<file path="src/rtl/pip_consts.svh">
/*
  register offsets, field positions, reset values, fixed vectors and timing counts
  for the peripheral interrupt prioritizer; assumes a 125 MHz core clock.
*/
`ifndef PIP_CONSTS_SVH
`define PIP_CONSTS_SVH

`define PIP_NSRC 15
`define PIP_NPER 13
`define PIP_IDX_NMI 4'h0
`define PIP_IDX_UB 4'h1
`define PIP_IDX_IRL 4'h2
`define PIP_IDX_PER0 4'h3

`define PIP_OFS_PRIO_A 4'h0
`define PIP_OFS_PRIO_B 4'h1
`define PIP_OFS_CTRL 4'h2
`define PIP_OFS_VBR_LO 4'h3
`define PIP_OFS_VBR_HI 4'h4
`define PIP_OFS_VEC0 4'h5
`define PIP_OFS_VEC_LAST 4'hB
`define PIP_OFS_STATUS 4'hC
`define PIP_OFS_IMASK 4'hD

`define PIP_PA_DIV_LSB 12
`define PIP_PA_DMA_LSB 8
`define PIP_PA_WDT_LSB 4
`define PIP_PB_SCI_LSB 12
`define PIP_PB_FRT_LSB 8
`define PIP_VEC_HI_LSB 8
`define PIP_VEC_LO_LSB 0
`define PIP_PRIO_A_WMASK 16'hFFF0
`define PIP_PRIO_B_WMASK 16'hFF00

`define PIP_PRIO_RST 16'h0000
`define PIP_VEC_RST 7'h00
`define PIP_VBR_RST 32'h0000_0000
`define PIP_CTRL_RST 2'h0
`define PIP_CTRL_VECTOR_MODE_SELECT_BIT 0
`define PIP_CTRL_NMIE_BIT 1
`define PIP_IRL_IDLE 4'hF

`define PIP_ST_W 3
`define PIP_ST_ACCEPT 0
`define PIP_ST_NMI 1
`define PIP_ST_EXTFETCH 2

`define PIP_VEC_NMI 8'h0B
`define PIP_VEC_UB 8'h0C
`define PIP_VEC_IRL_BASE 8'h40
`define PIP_LVL_NMI 5'h10
`define PIP_LVL_UB 5'h0F
`define PIP_MASK_TOP 4'hF

`define PIP_CLK_NS 8
`define PIP_FETCH_NS 32
`define PIP_FETCH_CYC ((`PIP_FETCH_NS + `PIP_CLK_NS - 1) / `PIP_CLK_NS)

`endif

</file>
<file path="src/rtl/pip_pkg.sv">
/*
  types of the peripheral interrupt prioritizer; assumes pip_consts.svh beside it.
*/
`include "pip_consts.svh"

package pip_pkg;
  typedef logic [4:0] pip_lvl_t;
  typedef logic [7:0] pip_vec_t;
  typedef logic [3:0] pip_idx_t;
  typedef enum logic [1:0] {
    PIP_IDLE = 2'b00,
    PIP_FETCH = 2'b01,
    PIP_DONE = 2'b11
  } pip_state_e;
endpackage

</file>
<file path="src/rtl/pip_rank_if.sv">
/*
  carrier between the prioritizer core and its ranking module: eligible
  requests with their levels in, winning index out; assumes one clock domain.
*/
`timescale 1ns/10ps
`default_nettype none
`include "pip_consts.svh"

interface pip_rank_if;
  import pip_pkg::*;
  logic [`PIP_NSRC-1:0] req;
  pip_lvl_t lvl [`PIP_NSRC];
  logic found;
  pip_idx_t win;
  modport src (output req, output lvl, input found, input win);
  modport rank (input req, input lvl, output found, output win);
endinterface

`default_nettype wire

</file>
<file path="src/rtl/pip_top.sv">
/*
  peripheral interrupt prioritizer: ranks nmi, user break, level-coded pins and
  twelve peripheral requests, hands the winner to the cpu with its vector and
  table address. assumes peripheral and cpu signals on core_clk, pins async.
*/
// Design decisions made here: the address map and strobed register access.
// Operation
// each peripheral source owns its own vector
// per-module priority 0..15 in two registers
// accepted peripheral loads mask with its level
// table address is base plus vector times four
// pin levels fixed fifteen down to one
// fixed ranking inside a shared priority field
// reset sets every peripheral level to zero
// equal levels resolved by fixed default order
// pin auto-vectors 71..64, or external vector
// peripheral vectors from registers, 0..127
// priority fields at documented bit positions
// nmi level sixteen, always accepted
// level zero means masked
// external mode: level out, fetch strobe, read data
// accept only above current mask level
`timescale 1ns/10ps
`default_nettype none
`include "pip_consts.svh"

module pip_top
  import pip_pkg::*;
(
  input wire logic core_clk,
  input wire logic sys_rst,
  input wire logic core_ce,
  input wire logic [3:0] reg_addr,
  input wire logic [15:0] reg_wdata,
  input wire logic reg_wr,
  input wire logic reg_rd,
  output logic [15:0] reg_rdata,
  output logic irq_out,
  input wire logic nmi_pin,
  input wire logic user_break_req,
  input wire logic [3:0] level_coded_request,
  input wire logic divider_overflow_request,
  input wire logic dma0_end_request,
  input wire logic dma1_end_request,
  input wire logic watchdog_interval_request,
  input wire logic refresh_compare_match_request,
  input wire logic receive_error_request,
  input wire logic receive_full_request,
  input wire logic transmit_empty_request,
  input wire logic transmit_end_request,
  input wire logic capture_request,
  input wire logic compare_request,
  input wire logic overflow_request,
  input wire logic [3:0] mask_level_bits,
  input wire logic cpu_accept,
  output logic cpu_irq_pending,
  output logic [4:0] cpu_irq_level,
  output logic vec_valid,
  output logic [7:0] vec_number,
  output logic [31:0] vec_table_addr,
  output logic mask_load,
  output logic [3:0] mask_level_new,
  output logic [3:0] accept_level_addr,
  output logic vector_fetch_strobe_n,
  input wire logic [7:0] ext_vector_data
);
  logic [15:0] prio_a_q, prio_b_q;
  logic [1:0] ctrl_q;
  logic [31:0] vbr_q;
  logic [6:0] vec_q [`PIP_NPER];
  logic [`PIP_ST_W-1:0] status_q, imask_q, st_set, st_clr;
  logic nmi_s, nmi_d1_q, nmi_edge, nmi_pend_q;
  logic [3:0] irl_s;
  logic [7:0] ext_s;
  logic [`PIP_NPER-1:0] per_req;
  pip_state_e state_q;
  logic [2:0] fetch_cnt_q;
  pip_lvl_t win_lvl;
  logic take, take_ext;
  pip_rank_if rk ();

  // software-visible decode of one peripheral's level
  function automatic logic [3:0] per_level(input int idx, input logic [15:0] a,
                                           input logic [15:0] b);
    logic [3:0] l;
    l = 4'h0;
    case (idx)
      0: l = a[`PIP_PA_DIV_LSB +: 4];
      1, 2: l = a[`PIP_PA_DMA_LSB +: 4];
      3, 4: l = a[`PIP_PA_WDT_LSB +: 4];
      5, 6, 7, 8: l = b[`PIP_PB_SCI_LSB +: 4];
      9, 10, 11: l = b[`PIP_PB_FRT_LSB +: 4];
      default: l = 4'h0;
    endcase
    return l;
  endfunction

  // vector of a winning source given its level
  function automatic pip_vec_t src_vector(input pip_idx_t idx, input pip_lvl_t lvl);
    pip_vec_t v;
    v = 8'h00;
    case (idx)
      `PIP_IDX_NMI: v = `PIP_VEC_NMI;
      `PIP_IDX_UB: v = `PIP_VEC_UB;
      `PIP_IDX_IRL: v = `PIP_VEC_IRL_BASE + {5'h00, lvl[3:1]};
      default: v = {1'b0, vec_q[idx - `PIP_IDX_PER0]};
    endcase
    return v;
  endfunction

  pip_sync #(.W(1), .RST_VAL(1'b0)) u_nmi_sync (
    .core_clk(core_clk),
    .sys_rst(sys_rst),
    .core_ce(core_ce),
    .async_in(nmi_pin),
    .sync_out(nmi_s)
  );

  pip_sync #(.W(4), .RST_VAL(`PIP_IRL_IDLE)) u_irl_sync (
    .core_clk(core_clk),
    .sys_rst(sys_rst),
    .core_ce(core_ce),
    .async_in(level_coded_request),
    .sync_out(irl_s)
  );

  // data must settle two cycles before the fetch strobe rises
  pip_sync #(.W(8), .RST_VAL(8'h00)) u_ext_sync (
    .core_clk(core_clk),
    .sys_rst(sys_rst),
    .core_ce(core_ce),
    .async_in(ext_vector_data),
    .sync_out(ext_s)
  );

  assign per_req = {1'b0, overflow_request, compare_request, capture_request,
                    transmit_end_request, transmit_empty_request,
                    receive_full_request, receive_error_request,
                    refresh_compare_match_request, watchdog_interval_request,
                    dma1_end_request, dma0_end_request, divider_overflow_request};

  // nmi edge detect on the synchronised level, edge chosen by control bit
  always_ff @(posedge core_clk) begin
    if (sys_rst) begin
      nmi_d1_q <= 1'b0;
    end else if (core_ce) begin
      nmi_d1_q <= nmi_s;
    end
  end

  assign nmi_edge = ctrl_q[`PIP_CTRL_NMIE_BIT] ? (nmi_s && !nmi_d1_q) : (!nmi_s && nmi_d1_q);

  // a fresh edge in the accept cycle stays pending
  always_ff @(posedge core_clk) begin
    if (sys_rst) begin
      nmi_pend_q <= 1'b0;
    end else if (core_ce) begin
      nmi_pend_q <= nmi_edge || (nmi_pend_q && !(take && rk.win == `PIP_IDX_NMI));
    end
  end

  // candidate list in default order; level zero and mask gate eligibility of all but nmi
  always_comb begin
    pip_lvl_t l;
    l = 5'h00;
    for (int i = 0; i < `PIP_NSRC; i++) begin
      if (i == 0) begin
        l = `PIP_LVL_NMI;
      end else if (i == 1) begin
        l = user_break_req ? `PIP_LVL_UB : 5'h00;
      end else if (i == 2) begin
        l = {1'b0, ~irl_s};
      end else begin
        l = {1'b0, per_level(i - 3, prio_a_q, prio_b_q)};
      end
      rk.lvl[i] = l;
      if (i == 0) begin
        rk.req[i] = nmi_pend_q;
      end else if (i < 3) begin
        rk.req[i] = (l != 5'h00) && (l > {1'b0, mask_level_bits});
      end else begin
        rk.req[i] = per_req[i - 3] && (l != 5'h00) && (l > {1'b0, mask_level_bits});
      end
    end
  end

  pip_rank u_rank (
    .rk(rk)
  );

  assign win_lvl = rk.lvl[rk.win];
  assign cpu_irq_pending = rk.found && (state_q == PIP_IDLE);
  assign cpu_irq_level = rk.found ? win_lvl : 5'h00;
  assign take = cpu_accept && cpu_irq_pending;
  assign take_ext = take && (rk.win == `PIP_IDX_IRL) && ctrl_q[`PIP_CTRL_VECTOR_MODE_SELECT_BIT];

  // accept sequence; one done cycle lets the cpu install its new mask
  always_ff @(posedge core_clk) begin
    if (sys_rst) begin
      state_q <= PIP_IDLE;
      fetch_cnt_q <= 3'h0;
    end else if (core_ce) begin
      case (state_q)
        PIP_IDLE: begin
          if (take_ext) begin
            state_q <= PIP_FETCH;
            fetch_cnt_q <= 3'(`PIP_FETCH_CYC - 1);
          end else if (take) begin
            state_q <= PIP_DONE;
          end
        end
        PIP_FETCH: begin
          if (fetch_cnt_q == 3'h0) begin
            state_q <= PIP_DONE;
          end else begin
            fetch_cnt_q <= fetch_cnt_q - 3'h1;
          end
        end
        PIP_DONE: state_q <= PIP_IDLE;
        default: state_q <= PIP_IDLE;
      endcase
    end
  end

  // external vector pins: level out and strobe low through the fetch
  always_ff @(posedge core_clk) begin
    if (sys_rst) begin
      accept_level_addr <= 4'h0;
      vector_fetch_strobe_n <= 1'b1;
    end else if (core_ce) begin
      if (take_ext) begin
        accept_level_addr <= win_lvl[3:0];
        vector_fetch_strobe_n <= 1'b0;
      end else if (state_q == PIP_FETCH && fetch_cnt_q == 3'h0) begin
        vector_fetch_strobe_n <= 1'b1;
      end
    end
  end

  // answer to the cpu: vector, table entry and new mask level
  always_ff @(posedge core_clk) begin
    if (sys_rst) begin
      vec_valid <= 1'b0;
      mask_load <= 1'b0;
      vec_number <= 8'h00;
      vec_table_addr <= 32'h0000_0000;
      mask_level_new <= 4'h0;
    end else if (core_ce) begin
      vec_valid <= 1'b0;
      mask_load <= 1'b0;
      if (take && !take_ext) begin
        vec_valid <= 1'b1;
        mask_load <= 1'b1;
        vec_number <= src_vector(rk.win, win_lvl);
        vec_table_addr <= vbr_q + {22'h00_0000, src_vector(rk.win, win_lvl), 2'b00};
        mask_level_new <= win_lvl[4] ? `PIP_MASK_TOP : win_lvl[3:0];
      end else if (state_q == PIP_FETCH && fetch_cnt_q == 3'h0) begin
        vec_valid <= 1'b1;
        mask_load <= 1'b1;
        vec_number <= ext_s;
        vec_table_addr <= vbr_q + {22'h00_0000, ext_s, 2'b00};
        mask_level_new <= accept_level_addr;
      end
    end
  end

  // register writes
  always_ff @(posedge core_clk) begin
    if (sys_rst) begin
      prio_a_q <= `PIP_PRIO_RST;
      prio_b_q <= `PIP_PRIO_RST;
      ctrl_q <= `PIP_CTRL_RST;
      vbr_q <= `PIP_VBR_RST;
      imask_q <= '0;
    end else if (core_ce && reg_wr) begin
      case (reg_addr)
        `PIP_OFS_PRIO_A: prio_a_q <= reg_wdata & `PIP_PRIO_A_WMASK;
        `PIP_OFS_PRIO_B: prio_b_q <= reg_wdata & `PIP_PRIO_B_WMASK;
        `PIP_OFS_CTRL: ctrl_q <= reg_wdata[1:0];
        `PIP_OFS_VBR_LO: vbr_q[15:0] <= reg_wdata;
        `PIP_OFS_VBR_HI: vbr_q[31:16] <= reg_wdata;
        `PIP_OFS_IMASK: imask_q <= reg_wdata[`PIP_ST_W-1:0];
        default: ;
      endcase
    end
  end

  // vector table: two 7-bit fields per register word, only the high field in the last word
  generate
    for (genvar k = 0; k < `PIP_NPER; k++) begin : g_vec
      localparam logic [3:0] OFS = 4'(`PIP_OFS_VEC0 + k / 2);
      localparam int LSB = (k % 2 == 0) ? `PIP_VEC_HI_LSB : `PIP_VEC_LO_LSB;
      always_ff @(posedge core_clk) begin
        if (sys_rst) begin
          vec_q[k] <= `PIP_VEC_RST;
        end else if (core_ce && reg_wr && reg_addr == OFS) begin
          vec_q[k] <= reg_wdata[LSB +: 7];
        end
      end
    end
  endgenerate

  // sticky events; a set in the clearing read wins
  always_comb begin
    st_set = '0;
    st_set[`PIP_ST_ACCEPT] = take;
    st_set[`PIP_ST_NMI] = nmi_edge;
    st_set[`PIP_ST_EXTFETCH] = take_ext;
    st_clr = (core_ce && reg_rd && reg_addr == `PIP_OFS_STATUS) ? '1 : '0;
  end

  always_ff @(posedge core_clk) begin
    if (sys_rst) begin
      status_q <= '0;
    end else if (core_ce) begin
      status_q <= st_set | (status_q & ~st_clr);
    end
  end

  assign irq_out = |(status_q & imask_q);

  // read data one cycle after the strobe, zero elsewhere
  always_ff @(posedge core_clk) begin
    if (sys_rst) begin
      reg_rdata <= 16'h0000;
    end else if (core_ce) begin
      reg_rdata <= 16'h0000;
      if (reg_rd) begin
        case (reg_addr)
          `PIP_OFS_PRIO_A: reg_rdata <= prio_a_q;
          `PIP_OFS_PRIO_B: reg_rdata <= prio_b_q;
          `PIP_OFS_CTRL: reg_rdata <= {14'h0000, ctrl_q};
          `PIP_OFS_VBR_LO: reg_rdata <= vbr_q[15:0];
          `PIP_OFS_VBR_HI: reg_rdata <= vbr_q[31:16];
          `PIP_OFS_STATUS: reg_rdata <= {13'h0000, status_q};
          `PIP_OFS_IMASK: reg_rdata <= {13'h0000, imask_q};
          default: begin
            if (reg_addr >= `PIP_OFS_VEC0 && reg_addr <= `PIP_OFS_VEC_LAST) begin
              reg_rdata <= {1'b0, vec_q[2 * (reg_addr - `PIP_OFS_VEC0)], 1'b0,
                            (reg_addr == `PIP_OFS_VEC_LAST) ? 7'h00
                            : vec_q[2 * (reg_addr - `PIP_OFS_VEC0) + 1]};
            end
          end
        endcase
      end
    end
  end
endmodule

`default_nettype wire

</file>
<file path="src/rtl/pip_sync.sv">
/*
  two-flop synchroniser for pin inputs; assumes core_clk domain, held by core_ce.
*/
`timescale 1ns/10ps
`default_nettype none

module pip_sync #(
  parameter int W = 1,
  parameter logic [W-1:0] RST_VAL = '0
) (
  input wire logic core_clk,
  input wire logic sys_rst,
  input wire logic core_ce,
  input wire logic [W-1:0] async_in,
  output logic [W-1:0] sync_out
);
  logic [W-1:0] meta_q;

  // meta_q feeds only the second flop
  always_ff @(posedge core_clk) begin
    if (sys_rst) begin
      meta_q <= RST_VAL;
      sync_out <= RST_VAL;
    end else if (core_ce) begin
      meta_q <= async_in;
      sync_out <= meta_q;
    end
  end
endmodule

`default_nettype wire

</file>
<file path="src/rtl/pip_rank.sv">
/*
  picks the highest level among eligible requests; ties go to the lower index,
  which is the default order. assumes indexes are laid out in that order.
*/
`timescale 1ns/10ps
`default_nettype none
`include "pip_consts.svh"

module pip_rank
  import pip_pkg::*;
(
  pip_rank_if.rank rk
);
  always_comb begin
    pip_lvl_t best;
    best = 5'h00;
    rk.found = 1'b0;
    rk.win = 4'h0;
    for (int i = 0; i < `PIP_NSRC; i++) begin
      // strict compare keeps the earlier index on a tie
      if (rk.req[i] && (!rk.found || rk.lvl[i] > best)) begin
        rk.found = 1'b1;
        rk.win = 4'(i);
        best = rk.lvl[i];
      end
    end
  end
endmodule

`default_nettype wire

</file>
<file path="config.mk">
export PLATFORM = sky130hd
export DESIGN_NAME = pip_top
export DESIGN_NICKNAME = d
export VERILOG_FILES = /design/src/rtl/pip_pkg.sv /design/src/rtl/pip_rank_if.sv /design/src/rtl/pip_top.sv /design/src/rtl/pip_sync.sv /design/src/rtl/pip_rank.sv
export VERILOG_INCLUDE_DIRS = /design/src /design/src/rtl
export SDC_FILE = /design/constraint.sdc
export NUM_CORES = 1
export LEC_CHECK = 0
export BUFFER_PORTS_ARGS = -buffer_cell sky130_fd_sc_hd__buf_2
export CAP_MARGIN = 40
export CORE_ASPECT_RATIO = 1.1
export CORE_MARGIN = 5
export CORE_UTILIZATION = 45
export CTS_BUF_LIST = sky130_fd_sc_hd__clkbuf_2 sky130_fd_sc_hd__clkbuf_4 sky130_fd_sc_hd__clkbuf_8
export DETAILED_ROUTE_END_ITERATION = 8
export SYNTH_ARGS = -nofsm -noshare
export SYNTH_HDL_FRONTEND = slang
export SYNTH_HIERARCHICAL = 1
export SYNTH_SLANG_ARGS = --single-unit
</file>
<file path="constraint.sdc">
create_clock -name core_clk -period 67.8 [get_ports core_clk]
set_input_delay 6.78 -clock core_clk [delete_from_list [all_inputs] [get_ports core_clk]]
set_output_delay 6.78 -clock core_clk [all_outputs]
set_load 0.01 [all_outputs]
</file>
==> results of run 1 <==
-- placed cells by master, fill, tap and decap left out, types with 23 or more instances in the layout --
| cell | Yosys | layout |
|---|---|---|
| o21ai_0 | 107 | 102 |
| a21oi_1 | 140 | 140 |
| conb_1 | 2 | 36 |
| buf_4 | 3 | 31 |
| a22oi_1 | 29 | 29 |
| and2_1 | 113 | 113 |
| dfxtp_1 | 159 | 159 |
| nand3_1 | 39 | 39 |
| nor2_1 | 132 | 132 |
| nand4_1 | 23 | 23 |
| inv_1 | 94 | 94 |
| nor2b_1 | 32 | 32 |
| nand2b_1 | 32 | 32 |
| buf_2 | 26 | 131 |
| clkbuf_8 | 0 | 51 |
| edfxtp_1 | 91 | 91 |
| ha_1 | 110 | 110 |
| mux4_2 | 35 | 35 |
| mux2i_1 | 52 | 52 |
| nand2_1 | 249 | 249 |
-- cell usage after synthesis, types with 6 or more instances --
master	count	area (µm²)
a22oi_1	29	218
a21oi_1	140	701
nor2b_1	32	200
a211oi_1	17	128
buf_2	26	130
clkbuf_1	66	248
buf_1	6	22.5
o211ai_1	8	60.1
or3_1	7	43.8
xor2_1	20	175
and3_1	22	138
edfxtp_1	91	2730
nand3_1	39	195
xnor2_1	13	114
o21a_1	18	135
a31oi_1	17	106
ha_1	110	1380
nor3_1	22	110
o31a_1	8	70.1
and2_1	113	707
mux4_2	35	788
nor4_1	11	68.8
mux2_2	22	248
nand2_1	249	935
a2111oi_0	8	70.1
nand2b_1	32	200
o21ai_0	107	536
dfxtp_1	159	3180
nor2_1	132	495
mux2i_1	52	521
nand4_1	23	144
inv_1	94	353
a211o_2	6	60.1
nor3b_1	6	45.0
a211oi_2	10	125
a21o_1	15	113
-- metal layers --
metal  GRT usage (%)  share of wire [%]
met5               0                  0
met2            43.4                 47
met1            33.3                 43
met4            8.74                3.7
met3            3.69                6.2
-- worst min path at each step --
stage                     slack (ns)                      to                  from
after global placement          0.44       vec_table_addr[5]     vec_table_addr[5]
after floorplan                 0.43  u_irl_sync/sync_out[1]  u_irl_sync/meta_q[1]
after CTS                       0.45       mask_level_new[0]     mask_level_new[0]
after global routing            0.48       vec_table_addr[2]     vec_table_addr[2]
final                           0.45       mask_level_new[1]     mask_level_new[1]
after detailed placement        0.45       mask_level_new[0]     mask_level_new[0]
-- power groups by stage --
stage	registers [W]	logic (W)	clock network (W)
final	0.000166	0.0000799	0.000143
after global routing	0.000166	0.0000875	0.000154
after CTS	0.000166	0.0000792	0.000146
after detailed placement	0.000169	0.0000788	0
after global placement	0.000169	0.0000777	0
after floorplan	0.000168	0.0000549	0
-- sequential cells by signal (all words and copies together) (netlist names), 2 cells and up --
name / count
fetch_cnt_q: 3
prio_b_q: 8
prio_a_q: 12
mask_level_new: 4
ctrl_q: 2
imask_q: 3
reg_rdata: 16
vbr_q: 32
vec_q: 91
u_ext_sync/meta_q: 8
u_ext_sync/sync_out: 8
accept_level_addr: 4
state_q: 2
status_q: 3
vec_table_addr: 32
u_irl_sync/sync_out: 4
u_irl_sync/meta_q: 4
vec_number: 8
-- worst max-delay path: cells and delay by family --
| kind | cells | cell delay [ns] |
|---|---|---|
| buffers and inverters | 12 | 1.84 |
| adders and majority gates | 14 | 3.96 |
| AOI/OAI and AO/OA | 58 | 12.88 |
| muxes | 10 | 3.54 |
| and+or+nand+nor | 33 | 5.73 |
-- cell families after synthesis --
logic type	after synthesis
buf+inv	201
mux	114
compound gates	483
fa+ha+maj	111
flops	250
other cells	2
xor+xnor	36
simple gates	721
-- area by class of cell --
| cell class | count | area, µm² | share of cell area (%) |
|---|---|---|---|
| Clock buffer | 68 | 830 | 4.36 |
| Clock inverter | 12 | 67.6 | 0.355 |
| Inverter | 95 | 357 | 1.87 |
| Multi-Input combinational cell | 1501 | 10300 | 54.3 |
| Sequential cell | 250 | 5920 | 31.1 |
| Tap cell | 494 | 618 | 3.25 |
| Timing Repair Buffer | 163 | 900 | 4.73 |
-- per-stage QoR --
stage          area [µm²]  worst slack [ns]
2_1_floorplan       17100             30.49
3_3_place_gp        18100             27.35
3_5_place_dp        18100             26.70
4_1_cts             19000             26.63
5_1_grt             19000             24.20
6_report            19000             26.24
==> impl_metrics.toml, run 1 <==
[yosys]
synth-simple-area-share_pct = 21.0
synthArstFlopShare_pct = 0
synth_area_um2 = 16900
synth-compound-area-share_pct = 19.3
seq_area_frac_synth_pct = 34.9
synthDistinctLibCells = 107
synthXorXnorAreaFrac_pct = 1.99
synth_edf_count = 91
synth_top_family_by_area = "simple AND/OR/NAND/NOR gates"
avgSynthCellArea_um2 = 8.83
ys_warn_count = 6
ys_ff_latch = 250
synthAdderAreaFrac_pct = 8.24
dominantRegCellSynth = "dfxtp_1"
synth_mux_area_share_pct = 9.52
synthCells = 1918

[clocking]
clkTransAtPathRegs_ns = 0.05
htree_levels = 2
clock_sinks = 250
ctsResizeCount = 0
cts-hold-fix-buffers = 0
cts_buffers = 43
worstSkewPairLatency_ns = 0.57
postCtsSetupBuffers = 0
cts_root_buffer = "clkbuf_8"
cts_tree = "done"
clockBufferDepth = 3

[drt]
firstDrtPassIters = 6
vias = 15000
vias_per_cell = 5.82
wire_per_inst_um = 21.3
drtIter0Drc = 1181
ant_nets = 0
totalWireLength_um = 55000
post-route-drc-count = 0

[cells_and_area]
drive_above_1_share_pct = 16.7
fillers = 3591
area_delta_synth_final_pct = 12.3
final_util_pct = 51.1
final_nets = 2221
antennaDiodeCount = 0
fin_cells = 2583

[critical_path]
r2r_cells = 131
cpMostUsedCell = "ha_1"
endpoint_kind = "output pin"
cp-start-kind = "input pin"
timing.rr.start = "nmi_pend_q"
crit_fanout = 30
cpPeakStageDelay_ns = 0.70
arrival_ns = 34.78
r2r_end = "vec_table_addr[31]"
setup.worst_path.start = "user_break_req"
worstSetupPathType = "input pin to output pin"
cp_slowest_cell = "o311ai_0"
cp-endpoint = "cpu_irq_level[2]"
cp.required_ns = 61.02
reg2reg_slack_ns = 36.92

[power_and_ir_drop]
switching_power_w = 0.000118
p_leak_nw = 7.55
internal-power_w = 0.000271
clockPowerShare_pct = 36.8
p_per_area_nw_per_um2 = 20.4
seqPwrFrac_pct = 42.7
swShare_pct = 30.3
power_frac_comb_pct = 20.6
ir_drop_mv = 0.0151
power.total_w = 0.000389

[floorplanning]
die_x_um = 195
coreArea_um2 = 37200
rows = 74
die_area_um2 = 41600
die_h_um = 214
start_util_pct = 45.5
ioPinCount = 130

[min_path]
min_path_type = "register to register"
hold-path-cell-count = 2

[timing]
setup_viol = 0
rsz0062_at_grt = "no"
finalCritPeriodShare_pct = 61.3
hold_violations = 0
tightest_slew_ns = 0.907
final.setup_skew_ns = 0.0184
timing.fmax_ghz = 0.0241
period_minus_slack_ns = 41.56
finalSetupTns_ns = 0
whs_ns = 0.450
slew_violations = 0
relSlewSlack_pct = 39.6

[placed_design]
place.gp.congestion = 0.950
port_buffers = 129
dpl.cell_count = 2502
dp_hpwl_um = 41000

[run_status]
status = "completed"

[job]
maxCapViolCount = 0

[global_route]
antenna_found_initial = 0
grt_max_degree = 60
grt_pass1_wl_um = 84100
grt_pass1_vias = 14500
overflow = 0
grtUsageTotal_pct = 25.4
No activity file was read; power rests on OpenSTA's default activity.
==> inputs of run 2 (changes only) <==
--- a/config.mk
+++ b/config.mk
@@ -6,6 +6,7 @@
 export SDC_FILE = /design/constraint.sdc
 export NUM_CORES = 1
 export LEC_CHECK = 0
+export ABC_AREA = 1
 export BUFFER_PORTS_ARGS = -buffer_cell sky130_fd_sc_hd__buf_2
 export CAP_MARGIN = 40
 export CORE_ASPECT_RATIO = 1.1
@@ -13,6 +14,7 @@
 export CORE_UTILIZATION = 45
 export CTS_BUF_LIST = sky130_fd_sc_hd__clkbuf_2 sky130_fd_sc_hd__clkbuf_4 sky130_fd_sc_hd__clkbuf_8
 export DETAILED_ROUTE_END_ITERATION = 8
+export PLACE_DENSITY = 0.65
 export SYNTH_ARGS = -nofsm -noshare
 export SYNTH_HDL_FRONTEND = slang
 export SYNTH_HIERARCHICAL = 1
==> constraint.sdc (replaced) <==
create_clock -name core_clk -period 36.6 [get_ports core_clk]
set_input_delay 3.66 -clock core_clk [delete_from_list [all_inputs] [get_ports core_clk]]
set_output_delay 3.66 -clock core_clk [all_outputs]
set_load 0.01 [all_outputs]
==> run 2 against run 1 <==
  * Synthesized cell count up 28%
  * Combinational power is 140% higher
  * Global-route usage increased by 1.1 points
  * Area after synthesis shrank 0.51%
  * Final cell count rose by 20%
  * Clock skew is 0.019 ns higher
  * Utilization is 0.078 points lower
  * Final area fell by 0.40%
  * Total power increased by 110%
  * Via count grew 13%
  * Non-clock buffer count decreased by 11
  * Clock power grew 110%
==> impl_metrics.toml, run 2 <==
[global_route]
grt_util_met2_pct = 44.3
antenna_found_initial = 3
top_usage_layer = "met2"
grt_util_met1_pct = 35.2
overflow = 0
met3_usage_pct = 4.13
grtUsageTotal_pct = 26.5
grt_pass1_wl_um = 87700
grt_max_degree = 83
grt_pass1_vias = 15800

[timing]
whs_ns = 0.455
rsz0062_at_grt = "no"
tightest_slew_ns = 0.920
timing.fmax_ghz = 0.0362
relSlewSlack_pct = 38.7
slew_violations = 0
setup_viol = 0
finalCritPeriodShare_pct = 75.5
hold_violations = 0
period_minus_slack_ns = 27.63
finalSetupTns_ns = 0
final.setup_skew_ns = 0.0369

[min_path]
min_from = "u_irl_sync/sync_out[3]"
hold_path_end = "u_irl_sync/sync_out[3]"
hold-path-cell-count = 2
min_path_type = "register to register"

[critical_path]
endpoint_kind = "output pin"
cp_slowest_cell = "a221oi_1"
worstSetupPathType = "input pin to output pin"
arrival_ns = 23.97
cpMostUsedCell = "nand2_1"
cpPeakStageDelay_ns = 0.71
cp_num_buf_inv = 13
timing.rr.start = "nmi_pend_q"
cp-start-kind = "input pin"
r2r_end = "vec_table_addr[18]"
path_delay_family = "simple AND/OR/NAND/NOR gates"
reg2reg_slack_ns = 13.42
crit_fanout = 13
setup.worst_path.start = "mask_level_bits[3]"
cp.required_ns = 32.94
r2r_cells = 154

[job]
maxCapViolCount = 0

[clocking]
clkTransAtPathRegs_ns = 0.06
ctsResizeCount = 0
worstSkewPairLatency_ns = 0.59
cts_buffers = 42
htree_levels = 2
clockBufferDepth = 3
cts_tree = "done"
cts_root_buffer = "clkbuf_8"
postCtsSetupBuffers = 0
cts-hold-fix-buffers = 0
clock_sinks = 250

[floorplanning]
die_h_um = 213
die_x_um = 195
ioPinCount = 130
coreArea_um2 = 37100
rows = 74
start_util_pct = 45.4
die_area_um2 = 41400

[power_and_ir_drop]
ir_drop_mv = 0.0328
p_leak_nw = 8.98
internal-power_w = 0.000546
power_frac_comb_pct = 23.5
clockPowerShare_pct = 37.4
seqPwrFrac_pct = 39.1
swShare_pct = 31.9
p_per_area_nw_per_um2 = 42.3
switching_power_w = 0.000255

[cells_and_area]
top_regs = "vec_q (91), vbr_q (32), vec_table_addr (32)"
fillers = 3796
layout_commonest_cell = "nand2_1"
final_nets = 2747
regMostFlops = "vec_q"
area_delta_synth_final_pct = 12.4
drive_above_1_share_pct = 11.5
largest_reg_flops = 91
fin_cells = 3105
antennaDiodeCount = 0
most-common-layout-cells = "560 x nand2_1, 297 x nor2_1, 278 x inv_1"

[yosys]
synthTopCellsByArea = "dfxtp_1 19%, edfxtp_1 16%, nand2_1 12%"
ys_ff_latch = 250
synthDistinctLibCells = 57
dominantRegCellSynth = "dfxtp_1"
avgSynthCellArea_um2 = 6.86
synth_top_area_share_pct = 18.9
yosysTopAreaCell = "dfxtp_1"
yosysMostFrequentCell = "nand2_1"
synth_area_um2 = 16900
ys_warn_count = 6
seq_area_frac_synth_pct = 35.1
synthCells = 2457
synth_common_cells = "560 x nand2_1, 297 x nor2_1, 279 x inv_1"
synth_edf_count = 91
synthArstFlopShare_pct = 0

[drt]
post-route-drc-count = 0
drtIter0Drc = 1681
vias_per_cell = 5.47
totalWireLength_um = 57200
wire_per_inst_um = 18.4
firstDrtPassIters = 7
vias = 17000
ant_nets = 0

[placed_design]
port_buffers = 129
dp_hpwl_um = 42100
dpl.cell_count = 3030
place.gp.congestion = 0.954

[run_status]
status = "completed"
[run 2: cell types whose count changed in the layout (fill, tap and decap cells not counted), moves of 108 or more]
cell / previous run / this run
nand2_1: 249 / 560
nand3_1: 39 / 220
and2_1: 113 / 5
inv_1: 94 / 278
o21ai_0: 102 / 217
nor2_1: 132 / 297
[run 2: routing by layer]
metal | part of all wire, % | routed length (µm)
met2 | 46 | 26200
met4 | 3.6 | 2030
met3 | 9.3 | 5310
met1 | 41 | 23600
met5 | 0.058 | 33
[run 2: worst max path at each step]
stage	end	slack [ns]	depth (start not counted)
after floorplan	cpu_irq_level[4]	12.33	150
after global placement	cpu_irq_level[4]	9.90	136
after detailed placement	cpu_irq_level[4]	9.30	136
after CTS	cpu_irq_level[4]	9.21	136
after global routing	cpu_irq_level[3]	6.65	141
final	cpu_irq_level[4]	8.97	137
[run 2: logic make-up after synthesis]
family | synth area share, %
muxes | 0.178
xor gates and xnor gates | 0.764
and+or+nand+nor | 30.6
buffers and inverters | 9.57
adders and majority gates | 8.28
other | 0.0445
AOI/OAI and AO/OA | 15.4
DFF | 35.1
[run 2: layout make-up]
class,instances,area (µm²),area share (%)
tap,494,618,3.26
clock inverter,18,264,1.39
multi-input combinational,1834,9470,50.0
inverter,300,1130,5.94
clock buffer,57,734,3.88
timing repair buffer,152,823,4.34
sequential,250,5920,31.2
[run 2: worst min-delay path, cell delays in order (launching register included)]
cell     delay, ns
dfxtp_1       0.32
nand2_1       0.05
nand3_1       0.05
[run 2: stage by stage]
step / util (%) / setup WS, ns / power (W) / area, µm²
finish: 51.0 / 8.97 / 0.000801 / 19000
global route: 51.0 / 6.65 / 0.000842 / 19000
CTS: 51.0 / 9.21 / 0.000802 / 19000
detailed placement: 48.4 / 9.30 / 0.000503 / 18000
global placement: 48.3 / 9.90 / 0.000499 / 17900
floorplan: - / 12.33 / 0.000447 / 17000
[run 2: power by group through the flow]
stage	combinational (W)	sequential (W)	clock, W
after CTS	0.000185	0.000313	0.000304
final	0.000188	0.000313	0.000300
after global placement	0.000181	0.000318	0
after floorplan	0.000129	0.000318	0
after global routing	0.000210	0.000314	0.000317
after detailed placement	0.000184	0.000318	0
